[src/common/asa_defines.vh]
// Constants for the asynchronous serial adapter core
// Functional notes
// (RQ1) Transmit NRZ data, holding register bit 0 first, higher bits in order.
// (RQ2) Receive NRZ data LSB first, timed by internal rate or external clock.
// (RQ3) Receive clock pin: 16x input when external, drives internal 16x out otherwise.
// (RQ4) Transmitter runs only while clear-to-send is low; disabled when high.
// (RQ5) Terminal-ready output low when command bit 0 is 1, high when 0.
// (RQ6) Transfers only when selected and phase-two high; read/write sets direction.
// (RQ7) Enabled interrupt pulls interrupt low, sets status bit 7 and cause bit.
// (RQ8) Selects 00: write loads transmit holding, read returns receive holding.
// (RQ9) Receive holding: first bit in bit 0, unused high bits zero, no parity.
// (RQ10) Receive-full bit 3 sets on transfer in, clears on holding read.
// (RQ11) Transmit-empty bit 4 sets on move to shifter, clears on host write.
// (RQ12) Status bits 5 and 6 show carrier and set-ready, zero when pin high.
// (RQ13) Any modem input change interrupts at once unless command bit 0 is 0.
// (RQ14) Modem bits freeze after interrupt until status read, then update again.
// (RQ15) Parity, framing and overrun flags never cause an interrupt.
// (RQ16) Status bit 7 sets on any interrupt, clears on status read.
// (RQ17) Control bits 0 to 3 select external 1/16 or one of 15 rates.
// (RQ18) Control bit 4: 0 external receive clock 1/16, 1 transmitter rate.
// (RQ19) Control bits 5 and 6 select 5 to 8 data bits both ways.
// (RQ20) Control bit 7 chooses one, one and a half or two stop bits.
// (RQ21) Command bit 0 at 0 disables receiver, transmitter and all interrupts.
// (RQ22) Internal rates derive from the 1.8432 MHz reference on crystal input.
// (RQ23) Hardware reset clears command, control, status; transmit-empty set.
// (RQ24) Write to selects 01 clears command bits 4..0 and overrun only.
// (RQ25) Select decode of status, command and control; chip select high-low.
// (RQ26) Baud code zero is external; word code 00..11 gives 8,7,6,5 bits.
// (RQ27) Interrupt output open-drain active low, released when bit 7 clears.
`ifndef ASA_DEFINES_VH
`define ASA_DEFINES_VH
`define ASA_RS_DATA 2'h0
`define ASA_RS_STATUS 2'h1
`define ASA_RS_COMMAND 2'h2
`define ASA_RS_CONTROL 2'h3
`define ASA_ST_PARITY 0
`define ASA_ST_FRAMING 1
`define ASA_ST_OVERRUN 2
`define ASA_ST_RX_FULL 3
`define ASA_ST_TX_EMPTY 4
`define ASA_ST_CARRIER 5
`define ASA_ST_SET_READY 6
`define ASA_ST_IRQ 7
`define ASA_CT_RX_SRC 4
`define ASA_CT_STOP 7
`define ASA_CM_READY 0
`define ASA_CM_RX_IRQ_OFF 1
`define ASA_CM_PAR_EN 5
`define ASA_CM_PRESET_KEEP 8'he0
`define ASA_CM_TX_IRQ_ON 2'h1
`define ASA_CM_RTS_OFF 2'h0
`define ASA_CMD_RESET 8'h00
`define ASA_CTRL_RESET 8'h00
`define ASA_TICKS_BIT_LAST 6'h0f
`define ASA_TICKS_MID 6'h07
`define ASA_STOP_ONE 6'h10
`define ASA_STOP_ONE_HALF 6'h18
`define ASA_STOP_TWO 6'h20
`define ASA_WORD_MAX 4'h8
`define ASA_DIV_1 12'h900
`define ASA_DIV_2 12'h600
`define ASA_DIV_3 12'h418
`define ASA_DIV_4 12'h358
`define ASA_DIV_5 12'h300
`define ASA_DIV_6 12'h180
`define ASA_DIV_7 12'h0c0
`define ASA_DIV_8 12'h060
`define ASA_DIV_9 12'h040
`define ASA_DIV_10 12'h030
`define ASA_DIV_11 12'h020
`define ASA_DIV_12 12'h018
`define ASA_DIV_13 12'h010
`define ASA_DIV_14 12'h00c
`define ASA_DIV_15 12'h006
`endif

[src/design/asa_core.v]
// Serial adapter core: pin synchroniser, receive FIFO and the adapter top
`include "asa_defines.vh"

////////////////////////////////////////////////////////////////////////////////
// Two-stage synchroniser for a group of pins
module asa_sync #(
   parameter W = 1,
   parameter [W-1:0] INIT = {W{1'b1}}
) (
   input wire clk,
   input wire rst,
   input wire [W-1:0] d,
   output reg [W-1:0] q
);
   reg [W-1:0] meta;

   // First stage feeds only the second stage
   always @(posedge clk) begin
      if (rst) begin
         meta <= INIT;
         q <= INIT;
      end else begin
         meta <= d;
         q <= meta;
      end
   end
endmodule

////////////////////////////////////////////////////////////////////////////////
// Small FIFO with valid and ready on both sides
module asa_fifo #(
   parameter W = 9,
   parameter D = 4,
   parameter AW = 2
) (
   input wire clk,
   input wire rst,
   input wire wr_valid,
   output wire wr_ready,
   input wire [W-1:0] wr_data,
   output wire rd_valid,
   input wire rd_ready,
   output wire [W-1:0] rd_data
);
   reg [W-1:0] mem [0:D-1];
   reg [AW-1:0] wr_ptr;
   reg [AW-1:0] rd_ptr;
   reg [AW:0] count;
   wire do_wr;
   wire do_rd;

   assign wr_ready = (count != D[AW:0]);
   assign rd_valid = (count != {(AW+1){1'b0}});
   assign rd_data = mem[rd_ptr];
   assign do_wr = wr_valid & wr_ready;
   assign do_rd = rd_valid & rd_ready;

   // Pointers wrap by index so any depth up to 2**AW works
   always @(posedge clk) begin
      if (rst) begin
         wr_ptr <= {AW{1'b0}};
         rd_ptr <= {AW{1'b0}};
         count <= {(AW+1){1'b0}};
      end else begin
         if (do_wr) begin
            mem[wr_ptr] <= wr_data;
            wr_ptr <= (wr_ptr == D[AW-1:0] - 1'b1) ? {AW{1'b0}} : wr_ptr + 1'b1;
         end
         if (do_rd) begin
            rd_ptr <= (rd_ptr == D[AW-1:0] - 1'b1) ? {AW{1'b0}} : rd_ptr + 1'b1;
         end
         if (do_wr & ~do_rd) begin
            count <= count + 1'b1;
         end else if (do_rd & ~do_wr) begin
            count <= count - 1'b1;
         end
      end
   end
endmodule

////////////////////////////////////////////////////////////////////////////////
// Adapter top: processor bus, rate generator, transmitter, receiver, status
module asa_core #(
   parameter FIFO_DEPTH = 4,
   parameter FIFO_AW = 2
) (
   input wire CLOCK,
   input wire RST_N,
   input wire HARDWARE_RESET_N,
   input wire PHI2,
   input wire SELECT_ACTIVE_HIGH,
   input wire SELECT_ACTIVE_LOW_N,
   input wire REG_SELECT_LO,
   input wire REG_SELECT_HI,
   input wire READ_WRITE,
   input wire [7:0] DATA_IN,
   output reg [7:0] DATA_OUT,
   output reg DATA_OE_N,
   output reg IRQ_OUT,
   output reg IRQ_OE_N,
   input wire CRYSTAL_IN,
   output reg TXD,
   input wire RXD,
   input wire RECEIVE_16X_CLOCK_IN,
   output reg RECEIVE_16X_CLOCK_OUT,
   output reg RECEIVE_16X_CLOCK_OE_N,
   output reg RTS_N,
   input wire CTS_N,
   output reg DTR_N,
   input wire DSR_N,
   input wire DCD_N
);
   localparam TX_IDLE = 2'h0;
   localparam TX_START = 2'h1;
   localparam TX_DATA = 2'h2;
   localparam TX_STOP = 2'h3;
   localparam RX_IDLE = 2'h0;
   localparam RX_START = 2'h1;
   localparam RX_DATA = 2'h2;
   localparam RX_STOP = 2'h3;

   wire rst_sys;
   wire rst;
   wire [20:0] pins_s;
   wire hw_rst_n_s, phi2_s, cs_hi_s, cs_lo_n_s, rs1_s, rs0_s, rw_s;
   wire [7:0] din_s;
   wire xtal_s, rxd_s, rxc_s, cts_n_s, dsr_n_s, dcd_n_s;
   reg phi2_d, xtal_d, rxc_d;
   reg [7:0] cmd, ctrl, thr, rhr, status;
   reg thr_full, rdrf, fe, ovr, irq_bit, carrier, set_ready, frozen;
   reg [11:0] div_cnt, div_val;
   reg tx_tick;
   reg [1:0] tx_state, rx_state;
   reg [5:0] tx_cnt, rx_cnt, stop_ticks;
   reg [3:0] tx_bit, rx_bit;
   reg [7:0] tx_shift, rx_shift;
   wire selected, acc_rise, acc_fall, xtal_rise, rx_tick, rx_en, tx_en, tx_free;
   wire [1:0] rs;
   wire [3:0] nbits;
   wire [7:0] rx_word;
   wire fifo_wr_ready, fifo_rd_valid, fifo_rd_ready;
   wire [8:0] fifo_rd_data;
   reg fifo_push;
   wire status_rd, rhr_rd, thr_wr, tx_load, rdrf_set, modem_evt, irq_evt;

   ////////////////////////////////////////////////////////////////////////////
   // Pins and reset
   assign rst_sys = ~RST_N;
   asa_sync #(.W(21), .INIT(21'h1fffff)) u_sync (
      .clk(CLOCK),
      .rst(rst_sys),
      .d({HARDWARE_RESET_N, PHI2, SELECT_ACTIVE_HIGH, SELECT_ACTIVE_LOW_N, REG_SELECT_HI,
          REG_SELECT_LO, READ_WRITE, DATA_IN, CRYSTAL_IN, RXD, RECEIVE_16X_CLOCK_IN,
          CTS_N, DSR_N, DCD_N}),
      .q(pins_s)
   );
   assign {hw_rst_n_s, phi2_s, cs_hi_s, cs_lo_n_s, rs1_s, rs0_s, rw_s, din_s, xtal_s,
           rxd_s, rxc_s, cts_n_s, dsr_n_s, dcd_n_s} = pins_s;
   // Pin reset is sampled, so it acts a few clocks late but never glitches state
   assign rst = rst_sys | ~hw_rst_n_s; // see (RQ23)

   // Edge detectors read only the synchronised copies
   always @(posedge CLOCK) begin
      if (rst_sys) begin
         phi2_d <= 1'b1;
         xtal_d <= 1'b1;
         rxc_d <= 1'b1;
      end else begin
         phi2_d <= phi2_s;
         xtal_d <= xtal_s;
         rxc_d <= rxc_s;
      end
   end

   ////////////////////////////////////////////////////////////////////////////
   // Processor bus decode
   assign selected = cs_hi_s & ~cs_lo_n_s; // see (RQ25)
   assign rs = {rs1_s, rs0_s};
   // Reads act at the start of phase two, writes at its end when data is settled
   assign acc_rise = phi2_s & ~phi2_d & selected & rw_s; // see (RQ6)
   assign acc_fall = ~phi2_s & phi2_d & selected & ~rw_s; // see (RQ6)
   assign status_rd = acc_rise & (rs == `ASA_RS_STATUS);
   assign rhr_rd = acc_rise & (rs == `ASA_RS_DATA); // see (RQ8)
   assign thr_wr = acc_fall & (rs == `ASA_RS_DATA); // see (RQ8)

   // Status image assembled from live flags
   always @* begin
      status = 8'h00;
      status[`ASA_ST_PARITY] = 1'b0;
      status[`ASA_ST_FRAMING] = fe;
      status[`ASA_ST_OVERRUN] = ovr;
      status[`ASA_ST_RX_FULL] = rdrf;
      status[`ASA_ST_TX_EMPTY] = ~thr_full;
      status[`ASA_ST_CARRIER] = carrier;
      status[`ASA_ST_SET_READY] = set_ready;
      status[`ASA_ST_IRQ] = irq_bit;
   end

   // Bus driver: data is snapshot at the start so side effects do not tear it
   always @(posedge CLOCK) begin
      if (rst) begin
         DATA_OUT <= 8'h00;
         DATA_OE_N <= 1'b1;
      end else begin
         DATA_OE_N <= ~(phi2_s & selected & rw_s); // see (RQ6)
         if (acc_rise) begin
            if (rs == `ASA_RS_DATA) begin
               DATA_OUT <= rhr; // see (RQ8)
            end else if (rs == `ASA_RS_STATUS) begin
               DATA_OUT <= status;
            end else if (rs == `ASA_RS_COMMAND) begin
               DATA_OUT <= cmd;
            end else begin
               DATA_OUT <= ctrl;
            end
         end
      end
   end

   // Command and control registers; programmed reset keeps control intact
   always @(posedge CLOCK) begin
      if (rst) begin
         cmd <= `ASA_CMD_RESET;
         ctrl <= `ASA_CTRL_RESET;
      end else if (acc_fall) begin
         if (rs == `ASA_RS_STATUS) begin
            cmd <= cmd & `ASA_CM_PRESET_KEEP; // see (RQ24)
         end else if (rs == `ASA_RS_COMMAND) begin
            cmd <= din_s;
         end else if (rs == `ASA_RS_CONTROL) begin
            ctrl <= din_s;
         end
      end
   end

   ////////////////////////////////////////////////////////////////////////////
   // Rate generator counting crystal edges
   assign xtal_rise = xtal_s & ~xtal_d;

   // Divisor per 16x tick of the 1.8432 MHz reference
   always @* begin
      case (ctrl[3:0])
         4'h1: div_val = `ASA_DIV_1;
         4'h2: div_val = `ASA_DIV_2;
         4'h3: div_val = `ASA_DIV_3;
         4'h4: div_val = `ASA_DIV_4;
         4'h5: div_val = `ASA_DIV_5;
         4'h6: div_val = `ASA_DIV_6;
         4'h7: div_val = `ASA_DIV_7;
         4'h8: div_val = `ASA_DIV_8;
         4'h9: div_val = `ASA_DIV_9;
         4'ha: div_val = `ASA_DIV_10;
         4'hb: div_val = `ASA_DIV_11;
         4'hc: div_val = `ASA_DIV_12;
         4'hd: div_val = `ASA_DIV_13;
         4'he: div_val = `ASA_DIV_14;
         4'hf: div_val = `ASA_DIV_15;
         default: div_val = 12'h001;
      endcase
   end

   // Code zero passes every rising crystal edge: the external clock is taken as 16x
   always @(posedge CLOCK) begin
      if (rst) begin
         div_cnt <= 12'h000;
         tx_tick <= 1'b0;
      end else begin
         tx_tick <= 1'b0;
         if (xtal_rise) begin
            if (ctrl[3:0] == 4'h0) begin
               tx_tick <= 1'b1; // see (RQ17) see (RQ26)
               div_cnt <= 12'h000;
            end else if (div_cnt >= div_val - 12'h001) begin
               tx_tick <= 1'b1; // see (RQ22) see (RQ17)
               div_cnt <= 12'h000;
            end else begin
               div_cnt <= div_cnt + 12'h001;
            end
         end
      end
   end

   // Receive clock source and the shared clock pin
   assign rx_tick = ctrl[`ASA_CT_RX_SRC] ? tx_tick : (rxc_s & ~rxc_d); // see (RQ18) see (RQ2)
   always @(posedge CLOCK) begin
      if (rst) begin
         RECEIVE_16X_CLOCK_OUT <= 1'b0;
         RECEIVE_16X_CLOCK_OE_N <= 1'b1;
      end else begin
         RECEIVE_16X_CLOCK_OUT <= tx_tick; // see (RQ3)
         RECEIVE_16X_CLOCK_OE_N <= ~ctrl[`ASA_CT_RX_SRC]; // see (RQ3)
      end
   end

   ////////////////////////////////////////////////////////////////////////////
   // Frame format
   assign nbits = `ASA_WORD_MAX - {2'b00, ctrl[6:5]}; // see (RQ19) see (RQ26)
   always @* begin
      if (!ctrl[`ASA_CT_STOP]) begin
         stop_ticks = `ASA_STOP_ONE; // see (RQ20)
      end else if ((nbits == 4'h5) && !cmd[`ASA_CM_PAR_EN]) begin
         stop_ticks = `ASA_STOP_ONE_HALF; // see (RQ20)
      end else if ((nbits == 4'h8) && cmd[`ASA_CM_PAR_EN]) begin
         stop_ticks = `ASA_STOP_ONE;
      end else begin
         stop_ticks = `ASA_STOP_TWO;
      end
   end

   ////////////////////////////////////////////////////////////////////////////
   // Transmitter
   assign tx_en = cmd[`ASA_CM_READY] & ~cts_n_s; // see (RQ4) see (RQ21)
   assign tx_free = (tx_state == TX_IDLE) ||
                    ((tx_state == TX_STOP) && (tx_cnt == stop_ticks - 6'h01));
   assign tx_load = tx_en & tx_tick & tx_free & thr_full;

   // A write in the load cycle wins: the shifter takes the old byte
   always @(posedge CLOCK) begin
      if (rst) begin
         thr <= 8'h00;
         thr_full <= 1'b0; // see (RQ23)
      end else begin
         if (tx_load) begin
            thr_full <= 1'b0; // see (RQ11)
         end
         if (thr_wr) begin
            thr <= din_s;
            thr_full <= 1'b1; // see (RQ11)
         end
      end
   end

   // Clear-to-send high drops the line to mark at once and abandons the byte
   always @(posedge CLOCK) begin
      if (rst) begin
         tx_state <= TX_IDLE;
         tx_cnt <= 6'h00;
         tx_bit <= 4'h0;
         tx_shift <= 8'h00;
         TXD <= 1'b1;
      end else if (!tx_en) begin
         tx_state <= TX_IDLE; // see (RQ4)
         TXD <= 1'b1;
      end else if (tx_load) begin
         tx_shift <= thr;
         tx_state <= TX_START;
         tx_cnt <= 6'h00;
         TXD <= 1'b0;
      end else if (tx_tick) begin
         tx_cnt <= tx_cnt + 6'h01;
         case (tx_state)
            TX_START: begin
               if (tx_cnt == `ASA_TICKS_BIT_LAST) begin
                  tx_state <= TX_DATA;
                  tx_cnt <= 6'h00;
                  tx_bit <= 4'h0;
                  TXD <= tx_shift[0]; // see (RQ1)
               end
            end
            TX_DATA: begin
               if (tx_cnt == `ASA_TICKS_BIT_LAST) begin
                  tx_cnt <= 6'h00;
                  if (tx_bit == nbits - 4'h1) begin
                     tx_state <= TX_STOP;
                     TXD <= 1'b1;
                  end else begin
                     tx_bit <= tx_bit + 4'h1;
                     tx_shift <= {1'b0, tx_shift[7:1]};
                     TXD <= tx_shift[1]; // see (RQ1)
                  end
               end
            end
            TX_STOP: begin
               if (tx_free) begin
                  tx_state <= TX_IDLE;
               end
            end
            default: begin
               TXD <= 1'b1;
            end
         endcase
      end
   end

   ////////////////////////////////////////////////////////////////////////////
   // Receiver, sampling each bit at its middle tick
   assign rx_en = cmd[`ASA_CM_READY]; // see (RQ21)
   assign rx_word = rx_shift >> (`ASA_WORD_MAX - nbits); // see (RQ9)

   always @(posedge CLOCK) begin
      if (rst) begin
         rx_state <= RX_IDLE;
         rx_cnt <= 6'h00;
         rx_bit <= 4'h0;
         rx_shift <= 8'h00;
         fifo_push <= 1'b0;
      end else begin
         fifo_push <= 1'b0;
         if (!rx_en) begin
            rx_state <= RX_IDLE;
         end else if (rx_tick) begin
            rx_cnt <= rx_cnt + 6'h01;
            case (rx_state)
               RX_IDLE: begin
                  if (!rxd_s) begin
                     rx_state <= RX_START;
                     rx_cnt <= 6'h00;
                  end
               end
               RX_START: begin
                  if (rx_cnt == `ASA_TICKS_MID) begin
                     rx_state <= rxd_s ? RX_IDLE : RX_DATA;
                     rx_cnt <= 6'h00;
                     rx_bit <= 4'h0;
                     rx_shift <= 8'h00;
                  end
               end
               RX_DATA: begin
                  if (rx_cnt == `ASA_TICKS_BIT_LAST) begin
                     rx_cnt <= 6'h00;
                     rx_shift <= {rxd_s, rx_shift[7:1]}; // see (RQ2)
                     rx_bit <= rx_bit + 4'h1;
                     if (rx_bit == nbits - 4'h1) begin
                        rx_state <= RX_STOP;
                     end
                  end
               end
               default: begin
                  if (rx_cnt == `ASA_TICKS_BIT_LAST) begin
                     rx_state <= RX_IDLE;
                     fifo_push <= 1'b1;
                  end
               end
            endcase
         end
      end
   end

   // Framing flag travels with its byte; rxd is still the stop sample here
   asa_fifo #(.W(9), .D(FIFO_DEPTH), .AW(FIFO_AW)) u_rx_fifo (
      .clk(CLOCK),
      .rst(rst),
      .wr_valid(fifo_push),
      .wr_ready(fifo_wr_ready),
      .wr_data({~rxd_s, rx_word}),
      .rd_valid(fifo_rd_valid),
      .rd_ready(fifo_rd_ready),
      .rd_data(fifo_rd_data)
   );
   // Holding register drains the FIFO only when empty, so a slow host fills it
   assign fifo_rd_ready = ~rdrf;
   assign rdrf_set = fifo_rd_valid & ~rdrf;

   always @(posedge CLOCK) begin
      if (rst) begin
         rhr <= 8'h00;
         rdrf <= 1'b0;
         fe <= 1'b0;
         ovr <= 1'b0;
      end else begin
         if (rdrf_set) begin
            rhr <= fifo_rd_data[7:0];
            fe <= fifo_rd_data[8];
            rdrf <= 1'b1; // see (RQ10)
         end else if (rhr_rd) begin
            rdrf <= 1'b0; // see (RQ10)
         end
         // Lost byte when the FIFO is full; the set wins over programmed reset
         if (fifo_push & ~fifo_wr_ready) begin
            ovr <= 1'b1;
         end else if (acc_fall && (rs == `ASA_RS_STATUS)) begin
            ovr <= 1'b0; // see (RQ24)
         end
      end
   end

   ////////////////////////////////////////////////////////////////////////////
   // Modem inputs, interrupt flag and line controls
   assign modem_evt = cmd[`ASA_CM_READY] & ~frozen & ~status_rd &
                      ((carrier != ~dcd_n_s) | (set_ready != ~dsr_n_s)); // see (RQ13)

   // Bits freeze on a change and thaw on a status read; a pending change then fires
   always @(posedge CLOCK) begin
      if (rst) begin
         carrier <= 1'b0;
         set_ready <= 1'b0;
         frozen <= 1'b0;
      end else if (!cmd[`ASA_CM_READY] || (!frozen && !status_rd)) begin
         carrier <= ~dcd_n_s; // see (RQ12)
         set_ready <= ~dsr_n_s; // see (RQ12)
         frozen <= modem_evt; // see (RQ14)
      end else if (status_rd) begin
         frozen <= 1'b0; // see (RQ14)
      end
   end

   // Error flags are left out of the cause terms on purpose
   assign irq_evt = cmd[`ASA_CM_READY] & ((rdrf_set & ~cmd[`ASA_CM_RX_IRQ_OFF]) |
                    (tx_load & (cmd[3:2] == `ASA_CM_TX_IRQ_ON)) | modem_evt); // see (RQ15)

   // A cause in the read cycle wins over the clear
   always @(posedge CLOCK) begin
      if (rst) begin
         irq_bit <= 1'b0;
      end else if (irq_evt) begin
         irq_bit <= 1'b1; // see (RQ16) see (RQ7) see (RQ21)
      end else if (status_rd) begin
         irq_bit <= 1'b0; // see (RQ16)
      end
   end

   // Open-drain request follows bit 7 one clock later
   always @(posedge CLOCK) begin
      if (rst) begin
         IRQ_OUT <= 1'b0;
         IRQ_OE_N <= 1'b1;
         DTR_N <= 1'b1;
         RTS_N <= 1'b1;
      end else begin
         IRQ_OUT <= 1'b0;
         IRQ_OE_N <= ~irq_bit; // see (RQ27) see (RQ7)
         DTR_N <= ~cmd[`ASA_CM_READY]; // see (RQ5)
         RTS_N <= (cmd[3:2] == `ASA_CM_RTS_OFF);
      end
   end
endmodule

[config.mk]
export PLATFORM = sky130hd
export DESIGN_NAME = asa_core
export DESIGN_NICKNAME = d
export VERILOG_FILES = /design/src/design/asa_core.v
export VERILOG_INCLUDE_DIRS = /design/src /design/src/common
export SDC_FILE = /design/constraint.sdc
export NUM_CORES = 1
export LEC_CHECK = 0
export BUFFER_PORTS_ARGS = -buffer_cell sky130_fd_sc_hd__buf_4
export CORE_MARGIN = 1
export CORE_UTILIZATION = 40
export DETAILED_ROUTE_END_ITERATION = 12
export PLACE_DENSITY = 0.55
export SETUP_SLACK_MARGIN = 0.1
export SYNTH_ARGS = -nofsm -noshare
export SYNTH_HDL_FRONTEND = slang
export SYNTH_SLANG_ARGS = --single-unit
[constraint.sdc]
create_clock -name CLOCK -period 2.8 [get_ports CLOCK]
set_input_delay 0.14 -clock CLOCK [delete_from_list [all_inputs] [get_ports CLOCK]]
set_output_delay 0.14 -clock CLOCK [all_outputs]
set_load 0.05 [all_outputs]
==> run_summary.xml, run 1 <==
<?xml version="1.0" encoding="UTF-8"?>
<metrics>
  <group name="worst_setup_path">
    <metric name="critical_path.max_stage_delay" unit="ns">0.51</metric>
    <metric name="crit_path_class" unit="">reg -&gt; reg</metric>
    <metric name="critical-path-slowest-cell" unit="">sky130_fd_sc_hd__or4_4</metric>
    <metric name="critical_path_peak_fanout" unit="">5</metric>
    <metric name="path_buf_inv" unit="">1</metric>
    <metric name="cp_data_required_time" unit="ns">3.25</metric>
    <metric name="crit_family" unit="">simple AND/OR/NAND/NOR gates</metric>
    <metric name="worstPathArrival" unit="ns">3.00</metric>
    <metric name="worstPathCellList" unit="">inv_1, ha_1, nand2_1, nand2_1, a21oi_2, ha_1, xor2_2, nor4b_1, a221o_1, or4_4, nor3_2, o21bai_1</metric>
    <metric name="critical_path.startpoint_type" unit="">flop</metric>
    <metric name="endpoint_kind" unit="">flop</metric>
  </group>
  <group name="clock_tree">
    <metric name="worstSkewPairLatency" unit="ns">0.53</metric>
    <metric name="htree_levels" unit="">1</metric>
    <metric name="cts_sinks" unit="">209</metric>
    <metric name="cts.clk_slew.worst_paths" unit="ns">0.06</metric>
    <metric name="num_cts_buffers" unit="">24</metric>
    <metric name="ctsRootBufferMaster" unit="">sky130_fd_sc_hd__clkbuf_16</metric>
    <metric name="clock_tree.buffer_depth" unit="">3</metric>
    <metric name="tritoncts_clock_tree" unit="">yes</metric>
  </group>
  <group name="drt">
    <metric name="routed_wire_length_per_instance" unit="µm">15.3</metric>
    <metric name="drt.antenna.violating_nets" unit="">0</metric>
    <metric name="drt_pass1_iterations" unit="">5</metric>
    <metric name="remaining_drc_errors" unit="">0</metric>
    <metric name="drt_wl_total" unit="mm">19.5</metric>
    <metric name="drt_iter0_drc" unit="">361</metric>
    <metric name="num_vias" unit="">6440</metric>
    <metric name="post_drt_via_cell_ratio" unit="">5.06</metric>
  </group>
  <group name="synthesis">
    <metric name="synth.cell_area" unit="µm²">9090</metric>
    <metric name="number_of_storage_elements_in_the_synthesis_netlist" unit="">209</metric>
    <metric name="mappedNetlistNets" unit="">971</metric>
    <metric name="synth-seq-area-share" unit="">0.500</metric>
    <metric name="synth-edff-count" unit="">36</metric>
    <metric name="ys.flop_type" unit="">sky130_fd_sc_hd__dfxtp_1</metric>
    <metric name="synth_async_sr_flop_share" unit="">0</metric>
    <metric name="syn_area_per_cell" unit="µm²">10.1</metric>
    <metric name="synth_warnings" unit="">0</metric>
    <metric name="number_of_unique_standard_cell_types_used_by_synthesis" unit="">70</metric>
    <metric name="postSynthCellCount" unit="">904</metric>
  </group>
  <group name="floorplan">
    <metric name="design.die.area" unit="µm²">23300</metric>
    <metric name="num_rows" unit="">54</metric>
    <metric name="chipHeight" unit="µm">153</metric>
    <metric name="floorplan.die.width" unit="µm">153</metric>
    <metric name="design.core.area" unit="µm²">22000</metric>
    <metric name="design.portCount" unit="">39</metric>
    <metric name="start_util" unit="">0.413</metric>
  </group>
  <group name="pwr">
    <metric name="vdd.ir_drop.worst" unit="V">0.000396</metric>
    <metric name="power_density" unit="nW/µm²">587</metric>
    <metric name="power.static_leakage" unit="nW">4.15</metric>
    <metric name="totalPowerFinal" unit="mW">6.37</metric>
  </group>
  <group name="sta">
    <metric name="hold_ws" unit="ns">0.139</metric>
    <metric name="rsz0062_at_grt" unit="">yes</metric>
    <metric name="report.final.hold_viol_count" unit="">0</metric>
    <metric name="clock-skew-final" unit="ns">0.0212</metric>
    <metric name="max_slew_violations" unit="">0</metric>
    <metric name="post-route-period-util" unit="">0.910</metric>
    <metric name="final_period_minus_worst_setup_slack" unit="ns">2.55</metric>
    <metric name="relSlewSlack" unit="">0.416</metric>
    <metric name="finalSetupViolCount" unit="">0</metric>
    <metric name="worstMarginPinSlew" unit="ns">0.876</metric>
    <metric name="setup-tns-final" unit="ns">0</metric>
    <metric name="timing.fmax" unit="MHz">393</metric>
  </group>
  <group name="final_layout">
    <metric name="final_cells" unit="">1272</metric>
    <metric name="layout-drive-gt1-share" unit="">0.148</metric>
    <metric name="numnets_final" unit="">1043</metric>
    <metric name="syn_to_final_growth" unit="%">19.2</metric>
    <metric name="insertedDiodeCount" unit="">0</metric>
  </group>
  <group name="placed_design">
    <metric name="buffer_ports.inserted" unit="">37</metric>
    <metric name="post_dp_hpwl" unit="mm">13.5</metric>
    <metric name="gp_congestion" unit="">0.803</metric>
    <metric name="placed_cells" unit="">1207</metric>
  </group>
  <group name="global_route">
    <metric name="maximum_number_of_pins_on_one_net_before_global_route_repair" unit="">56</metric>
    <metric name="grt_first_pass_wirelength" unit="mm">32.0</metric>
    <metric name="globalRouteTotalUtil" unit="">0.169</metric>
    <metric name="grt_pass1_vias" unit="">6113</metric>
    <metric name="number_of_antenna_violations_at_the_first_check_in_global_routing" unit="">0</metric>
    <metric name="total_global_routing_overflow" unit="">0</metric>
  </group>
  <group name="status">
    <metric name="run_status" unit="">finished clean</metric>
  </group>
  <group name="flow_run">
    <metric name="cap_viol_max_count" unit="">0</metric>
  </group>
  <group name="hold_path">
    <metric name="worst_hold_path_type" unit="">in -&gt; reg</metric>
  </group>
</metrics>
==> repair_timing <==
action	CTS	global route
setup buffers	2	0
gates resized for setup	0	11
endpoints found under the setup margin	1	27
hold buffers	21	0
pin swaps	0	3
endpoints found under the hold margin	21	0
==> power breakdown <==
| part | internal [mW] | total [mW] | switching [mW] |
|---|---|---|---|
| combinational | 0.0782 | 0.170 | 0.0922 |
| clock | 1.88 | 3.10 | 1.22 |
| sequential | 3.08 | 3.10 | 0.0172 |
==> through the flow <==
| step | setup slack [ns] | util | area (µm²) |
|---|---|---|---|
| 6_report | 0.253 | 0.492 | 10800 |
| 5_1_grt | 0.0830 | 0.492 | 10800 |
| 4_1_cts | 0.150 | 0.490 | 10800 |
| 3_5_place_dp | 0.153 | 0.443 | 9760 |
| 3_3_place_gp | 0.234 | 0.443 | 9760 |
| 2_1_floorplan | 0.270 | - | 9090 |
==> layer usage <==
layer / global-route usage / up-vias / part of all wire
met1: 0.242 / 2986 / 0.51
li1: - / 3323 / -
met4: 0.0481 / 0 / 0.021
met3: 0.0239 / 31 / 0.027
met2: 0.267 / 100 / 0.44
met5: 0 / - / 0
==> final cells by class <==
cell class                      instances  area (µm²)
Clock buffer                           35         722
Multi-Input combinational cell        623        4300
Tap cell                              280         350
Timing Repair Buffer                   89         721
Clock inverter                          7        87.6
Fill cell                            2050       11200
Sequential cell                       209        4550
Inverter                               29         109
==> cells in the final DEF (no fill, tap or decap), types with 8 or more instances in the layout <==
| cell type | netlist | routed |
|---|---|---|
| sky130_fd_sc_hd__ha_1 | 43 | 43 |
| sky130_fd_sc_hd__o211ai_1 | 9 | 9 |
| sky130_fd_sc_hd__inv_1 | 29 | 29 |
| sky130_fd_sc_hd__a21oi_1 | 59 | 58 |
| sky130_fd_sc_hd__buf_4 | 2 | 68 |
| sky130_fd_sc_hd__o21ai_0 | 34 | 33 |
| sky130_fd_sc_hd__dfxtp_1 | 173 | 171 |
| sky130_fd_sc_hd__mux2i_1 | 39 | 39 |
| sky130_fd_sc_hd__clkbuf_8 | 0 | 8 |
| sky130_fd_sc_hd__nor3b_1 | 8 | 8 |
| sky130_fd_sc_hd__nor2_1 | 88 | 88 |
| sky130_fd_sc_hd__xnor2_1 | 16 | 16 |
| sky130_fd_sc_hd__mux4_2 | 14 | 14 |
| sky130_fd_sc_hd__edfxtp_1 | 36 | 36 |
| sky130_fd_sc_hd__and3_1 | 10 | 10 |
| sky130_fd_sc_hd__nand3_1 | 26 | 26 |
| sky130_fd_sc_hd__nand2_1 | 72 | 71 |
| sky130_fd_sc_hd__xor2_1 | 22 | 21 |
| sky130_fd_sc_hd__a22oi_1 | 10 | 10 |
| sky130_fd_sc_hd__nand2b_1 | 55 | 55 |
| sky130_fd_sc_hd__dlygate4sd3_1 | 0 | 21 |
| sky130_fd_sc_hd__clkbuf_16 | 0 | 24 |
| sky130_fd_sc_hd__a211oi_1 | 21 | 20 |
| sky130_fd_sc_hd__nor3_1 | 15 | 13 |
==> path summary, 6_finish.rpt <==
kind / start / to / slack (ns) / depth (start not counted)
setup / recovery: ctrl[5] / tx_bit[3] / 0.25 / 12
hold / removal: RST_N / rxc_d / 0.14 / 3
setup reg to reg: ctrl[5] / tx_bit[3] / 0.25 / 12
hold reg to reg: u_sync.meta[19] / u_sync.q[19] / 0.41 / 1
==> logic make-up (layout without fill, tap and decap cells) <==
logic type	count (synthesis)	after routing	share of synthesized area
AND/OR/NAND/NOR	323	323	0.180
multiplexers	55	55	0.0801
AO/OA/AOI/OAI	162	162	0.110
buffers and inverters	72	160	0.0311
XOR/XNOR	38	38	0.0366
adder cells (fa/ha/maj)	44	44	0.0614
flip-flops	209	209	0.500
other	1	1	0.000413
==> worst reg2reg max path: stages, from the launching register on <==
cell	delay (ns)
sky130_fd_sc_hd__dfxtp_4	0.36
sky130_fd_sc_hd__inv_1	0.05
sky130_fd_sc_hd__ha_1	0.22
sky130_fd_sc_hd__nand2_1	0.07
sky130_fd_sc_hd__nand2_1	0.06
sky130_fd_sc_hd__a21oi_2	0.12
sky130_fd_sc_hd__ha_1	0.27
sky130_fd_sc_hd__xor2_2	0.16
sky130_fd_sc_hd__nor4b_1	0.07
sky130_fd_sc_hd__a221o_1	0.34
sky130_fd_sc_hd__or4_4	0.51
sky130_fd_sc_hd__nor3_2	0.12
sky130_fd_sc_hd__o21bai_1	0.12
==> Yosys cell counts, types with 3 or more instances <==
cell / count / area share
sky130_fd_sc_hd__edfxtp_1: 36 / 0.12
sky130_fd_sc_hd__nand2_1: 72 / 0.030
sky130_fd_sc_hd__nor4b_1: 4 / 0.0039
sky130_fd_sc_hd__a21oi_1: 59 / 0.032
sky130_fd_sc_hd__nor2_1: 88 / 0.036
sky130_fd_sc_hd__o21ai_0: 34 / 0.019
sky130_fd_sc_hd__nor2b_1: 4 / 0.0028
sky130_fd_sc_hd__buf_1: 4 / 0.0017
sky130_fd_sc_hd__o211ai_1: 9 / 0.0074
sky130_fd_sc_hd__dfxtp_1: 173 / 0.38
sky130_fd_sc_hd__xnor2_1: 16 / 0.015
sky130_fd_sc_hd__a21o_1: 5 / 0.0041
sky130_fd_sc_hd__mux2i_1: 39 / 0.043
sky130_fd_sc_hd__nor3_1: 15 / 0.0083
sky130_fd_sc_hd__and2_1: 6 / 0.0041
sky130_fd_sc_hd__and3_1: 10 / 0.0069
sky130_fd_sc_hd__ha_1: 43 / 0.059
sky130_fd_sc_hd__clkbuf_1: 33 / 0.014
sky130_fd_sc_hd__nand3_1: 26 / 0.014
sky130_fd_sc_hd__nor3b_1: 8 / 0.0066
sky130_fd_sc_hd__buf_2: 3 / 0.0017
sky130_fd_sc_hd__nand2b_1: 55 / 0.038
sky130_fd_sc_hd__mux4_2: 14 / 0.035
sky130_fd_sc_hd__nand4_1: 7 / 0.0048
sky130_fd_sc_hd__a22oi_1: 10 / 0.0083
sky130_fd_sc_hd__xor2_1: 22 / 0.021
sky130_fd_sc_hd__inv_1: 29 / 0.012
sky130_fd_sc_hd__a211oi_1: 21 / 0.017
sky130_fd_sc_hd__nor4_1: 5 / 0.0034
==> sequential cells by signal, indices dropped and copies added, names as in the netlist, 3 cells and up <==
name	flops
u_rx_fifo.mem	36
u_sync.meta	21
u_sync.q	21
div_cnt	12
div_val	12
DATA_OUT	8
cmd	8
ctrl	8
rhr	8
rx_shift	8
thr	8
tx_shift	8
rx_cnt	6
tx_cnt	6
rx_bit	4
tx_bit	4
u_rx_fifo.count	3
Note: power is estimated with default switching activity, not from simulation.
==> run 2, diff against run 1 <==
--- a/config.mk
+++ b/config.mk
@@ -10,8 +10,8 @@
 export CORE_MARGIN = 1
 export CORE_UTILIZATION = 40
 export DETAILED_ROUTE_END_ITERATION = 12
+export GPL_TIMING_DRIVEN = 0
 export PLACE_DENSITY = 0.55
-export SETUP_SLACK_MARGIN = 0.1
 export SYNTH_ARGS = -nofsm -noshare
 export SYNTH_HDL_FRONTEND = slang
 export SYNTH_SLANG_ARGS = --single-unit
==> run 2 against run 1 <==
Against the previous run: routed wire length up 6.2%; clock power about the same; die area did not move; sequential cell count stayed put; clock-buffer cell count shrank 2; power is 0.51% higher; sequential power about the same; final area up 0.12%; setup slack got worse by 0.076 ns; critical path type unchanged; register-to-register slack got worse by 0.08 ns; clock skew fell by 0.0058 ns.
==> run_summary.xml, run 2 (same netlist as run 1, synthesis figures left out) <==
<?xml version="1.0" encoding="UTF-8"?>
<metrics>
  <group name="worst_setup_path">
    <metric name="critical_path_peak_fanout" unit="">10</metric>
    <metric name="rr_startpoint" unit="">div_val[7]</metric>
    <metric name="reg2reg_to" unit="">div_cnt[9]</metric>
    <metric name="worstSetupStartpoint" unit="">div_val[7]</metric>
    <metric name="cp-endpoint" unit="">div_cnt[9]</metric>
    <metric name="endpoint_kind" unit="">flop</metric>
    <metric name="worst_case_reg_to_reg_path_depth" unit="">8</metric>
    <metric name="worstPathArrival" unit="ns">3.00</metric>
    <metric name="critical_path.startpoint_type" unit="">flop</metric>
    <metric name="r2r_slack" unit="ns">0.18</metric>
    <metric name="cp_data_required_time" unit="ns">3.17</metric>
    <metric name="crit_path_class" unit="">reg -&gt; reg</metric>
  </group>
  <group name="sta">
    <metric name="report.final.hold_viol_count" unit="">0</metric>
    <metric name="max_slew_violations" unit="">0</metric>
    <metric name="finalSetupViolCount" unit="">0</metric>
    <metric name="clock-skew-final" unit="ns">0.0154</metric>
    <metric name="rsz0062_at_grt" unit="">no</metric>
    <metric name="worstMarginPinSlew" unit="ns">1.02</metric>
    <metric name="relSlewSlack" unit="">0.316</metric>
    <metric name="final_period_minus_worst_setup_slack" unit="ns">2.62</metric>
    <metric name="timing.fmax" unit="MHz">381</metric>
    <metric name="postLayoutSetupSlackWorst" unit="ns">0.178</metric>
    <metric name="post-route-period-util" unit="">0.937</metric>
  </group>
  <group name="floorplan">
    <metric name="chipHeight" unit="µm">153</metric>
    <metric name="num_rows" unit="">54</metric>
    <metric name="design.die.area" unit="µm²">23300</metric>
    <metric name="floorplan.die.width" unit="µm">153</metric>
    <metric name="start_util" unit="">0.413</metric>
    <metric name="design.core.area" unit="µm²">22000</metric>
    <metric name="design.portCount" unit="">39</metric>
  </group>
  <group name="drt">
    <metric name="drt_wl_total" unit="mm">20.7</metric>
    <metric name="drt.antenna.violating_nets" unit="">0</metric>
    <metric name="post_drt_via_cell_ratio" unit="">5.15</metric>
    <metric name="drt_pass1_iterations" unit="">5</metric>
    <metric name="remaining_drc_errors" unit="">0</metric>
    <metric name="drt_iter0_drc" unit="">249</metric>
    <metric name="routed_wire_length_per_instance" unit="µm">16.1</metric>
    <metric name="num_vias" unit="">6632</metric>
  </group>
  <group name="global_route">
    <metric name="total_global_routing_overflow" unit="">0</metric>
    <metric name="groute.layer.met2.usage" unit="">0.283</metric>
    <metric name="grt_util_met1" unit="">0.263</metric>
    <metric name="maximum_number_of_pins_on_one_net_before_global_route_repair" unit="">15</metric>
    <metric name="number_of_antenna_violations_at_the_first_check_in_global_routing" unit="">0</metric>
    <metric name="grt_pass1_vias" unit="">6438</metric>
    <metric name="met3_usage" unit="">0.0242</metric>
    <metric name="globalRouteTotalUtil" unit="">0.182</metric>
    <metric name="grt_most_used_layer" unit="">met2</metric>
    <metric name="grt_first_pass_wirelength" unit="mm">34.0</metric>
  </group>
  <group name="pwr">
    <metric name="totalPowerFinal" unit="mW">6.40</metric>
    <metric name="power.static_leakage" unit="nW">4.11</metric>
    <metric name="power_density" unit="nW/µm²">590</metric>
    <metric name="vdd.ir_drop.worst" unit="V">0.000441</metric>
  </group>
  <group name="final_layout">
    <metric name="final_common_cell" unit="">sky130_fd_sc_hd__dfxtp_1</metric>
    <metric name="final_core_util" unit="">0.493</metric>
    <metric name="numnets_final" unit="">1059</metric>
    <metric name="layout_top_registers" unit="">u_rx_fifo.mem: 36 flops, u_sync.meta: 21 flops, u_sync.q: 21 flops</metric>
    <metric name="regMostFlops" unit="">u_rx_fifo.mem</metric>
    <metric name="syn_to_final_growth" unit="%">19.4</metric>
    <metric name="area_occupied_by_multi_input_gates" unit="µm²">4340</metric>
    <metric name="insertedDiodeCount" unit="">0</metric>
    <metric name="register_area" unit="µm²">4550</metric>
    <metric name="fillers" unit="">2070</metric>
    <metric name="layout-drive-gt1-share" unit="">0.135</metric>
    <metric name="layout_common_cells" unit="">171 x sky130_fd_sc_hd__dfxtp_1, 88 x sky130_fd_sc_hd__nor2_1, 71 x sky130_fd_sc_hd__nand2_1</metric>
    <metric name="number_of_flip_flops_in_the_largest_register" unit="">36</metric>
  </group>
  <group name="clock_tree">
    <metric name="worstSkewPairLatency" unit="ns">0.53</metric>
    <metric name="ctsRootBufferMaster" unit="">sky130_fd_sc_hd__clkbuf_16</metric>
    <metric name="clock_tree.buffer_depth" unit="">3</metric>
    <metric name="cts_sinks" unit="">209</metric>
    <metric name="cts.clk_slew.worst_paths" unit="ns">0.06</metric>
    <metric name="htree_levels" unit="">1</metric>
    <metric name="tritoncts_clock_tree" unit="">yes</metric>
    <metric name="num_cts_buffers" unit="">23</metric>
  </group>
  <group name="status">
    <metric name="run_status" unit="">finished clean</metric>
  </group>
  <group name="placed_design">
    <metric name="post_dp_hpwl" unit="mm">14.5</metric>
    <metric name="buffer_ports.inserted" unit="">37</metric>
    <metric name="gp_congestion" unit="">0.841</metric>
    <metric name="placement.setup.worst_slack" unit="ns">-0.495</metric>
  </group>
  <group name="flow_run">
    <metric name="cap_viol_max_count" unit="">0</metric>
  </group>
  <group name="hold_path">
    <metric name="hold_path_depth" unit="">3</metric>
    <metric name="worst_hold_path_type" unit="">in -&gt; reg</metric>
  </group>
</metrics>
==> run 2: cell count changes in the layout (fill, tap and decap cells not counted), sizes merged <==
cell      before  now
bufinv         1    2
inv           29   31
buf           68   51
clkinv         5    4
clkinvlp       1    0
clkbuf        35   67
==> run 2: worst min-delay path by stage <==
stage,to,slack (ns),from
finish,u_sync.q[3],0.09,RST_N
global route,u_sync.q[3],0.11,RST_N
CTS,u_sync.q[3],0.09,RST_N
detailed placement,u_sync.meta[17],0.33,SELECT_ACTIVE_LOW_N
global placement,u_sync.meta[7],0.32,DATA_IN[1]
floorplan,u_sync.meta[0],0.24,DCD_N
==> run 2: area by class of cell <==
cell class,instances,area share
Clock buffer,33,0.0630
Timing Repair Buffer,64,0.0491
Buffer,42,0.0164
Sequential cell,209,0.419
Clock inverter,8,0.0100
Inverter,29,0.0100
Tap cell,280,0.0323
Multi-Input combinational cell,623,0.400
==> run 2: where the power goes <==
| group | internal [mW] | switching (mW) | total, mW | leakage [nW] |
|---|---|---|---|---|
| Combinational | 0.0792 | 0.107 | 0.186 | 1.90 |
| Sequential | 3.08 | 0.0168 | 3.09 | 1.81 |
| Clock | 1.89 | 1.23 | 3.12 | 0.396 |
==> run 2: per-stage QoR <==
step,hold slack [ns],TNS (ns),cells,instance area (µm²)
6_report,0.0917,0,1288,10900
3_5_place_dp,0.326,-7.14,1221,9720
2_1_floorplan,0.241,0,904,9090
4_1_cts,0.0869,0,1282,10700
5_1_grt,0.111,0,1288,10900
3_3_place_gp,0.325,-6.16,1221,9720
==> run 2: per-layer routing <==
layer  part of all wire  wire length, µm  vias up
met1               0.50            10300     3128
met5                  0                0        -
met3              0.040              824       30
met4              0.021              430        0
met2               0.44             9140      113
li1                   -                -     3361
==> run 2: critical path, cell delays in order (launching register included) <==
cell	delay (ns)
sky130_fd_sc_hd__dfxtp_1	0.34
sky130_fd_sc_hd__or4_1	0.53
sky130_fd_sc_hd__nor3_1	0.19
sky130_fd_sc_hd__xnor2_1	0.11
sky130_fd_sc_hd__ha_1	0.34
sky130_fd_sc_hd__o21ai_0	0.10
sky130_fd_sc_hd__a21boi_0	0.44
sky130_fd_sc_hd__clkbuf_2	0.33
sky130_fd_sc_hd__a211oi_1	0.10
==> run 2: repair_timing <==
item,in CTS,in global routing
setup buffers,0,6
gates cloned,0,0
endpoints found under the setup margin,32,30
gates resized for setup,8,20
hold buffers,21,0
pin swaps,0,4
endpoints found under the hold margin,21,0
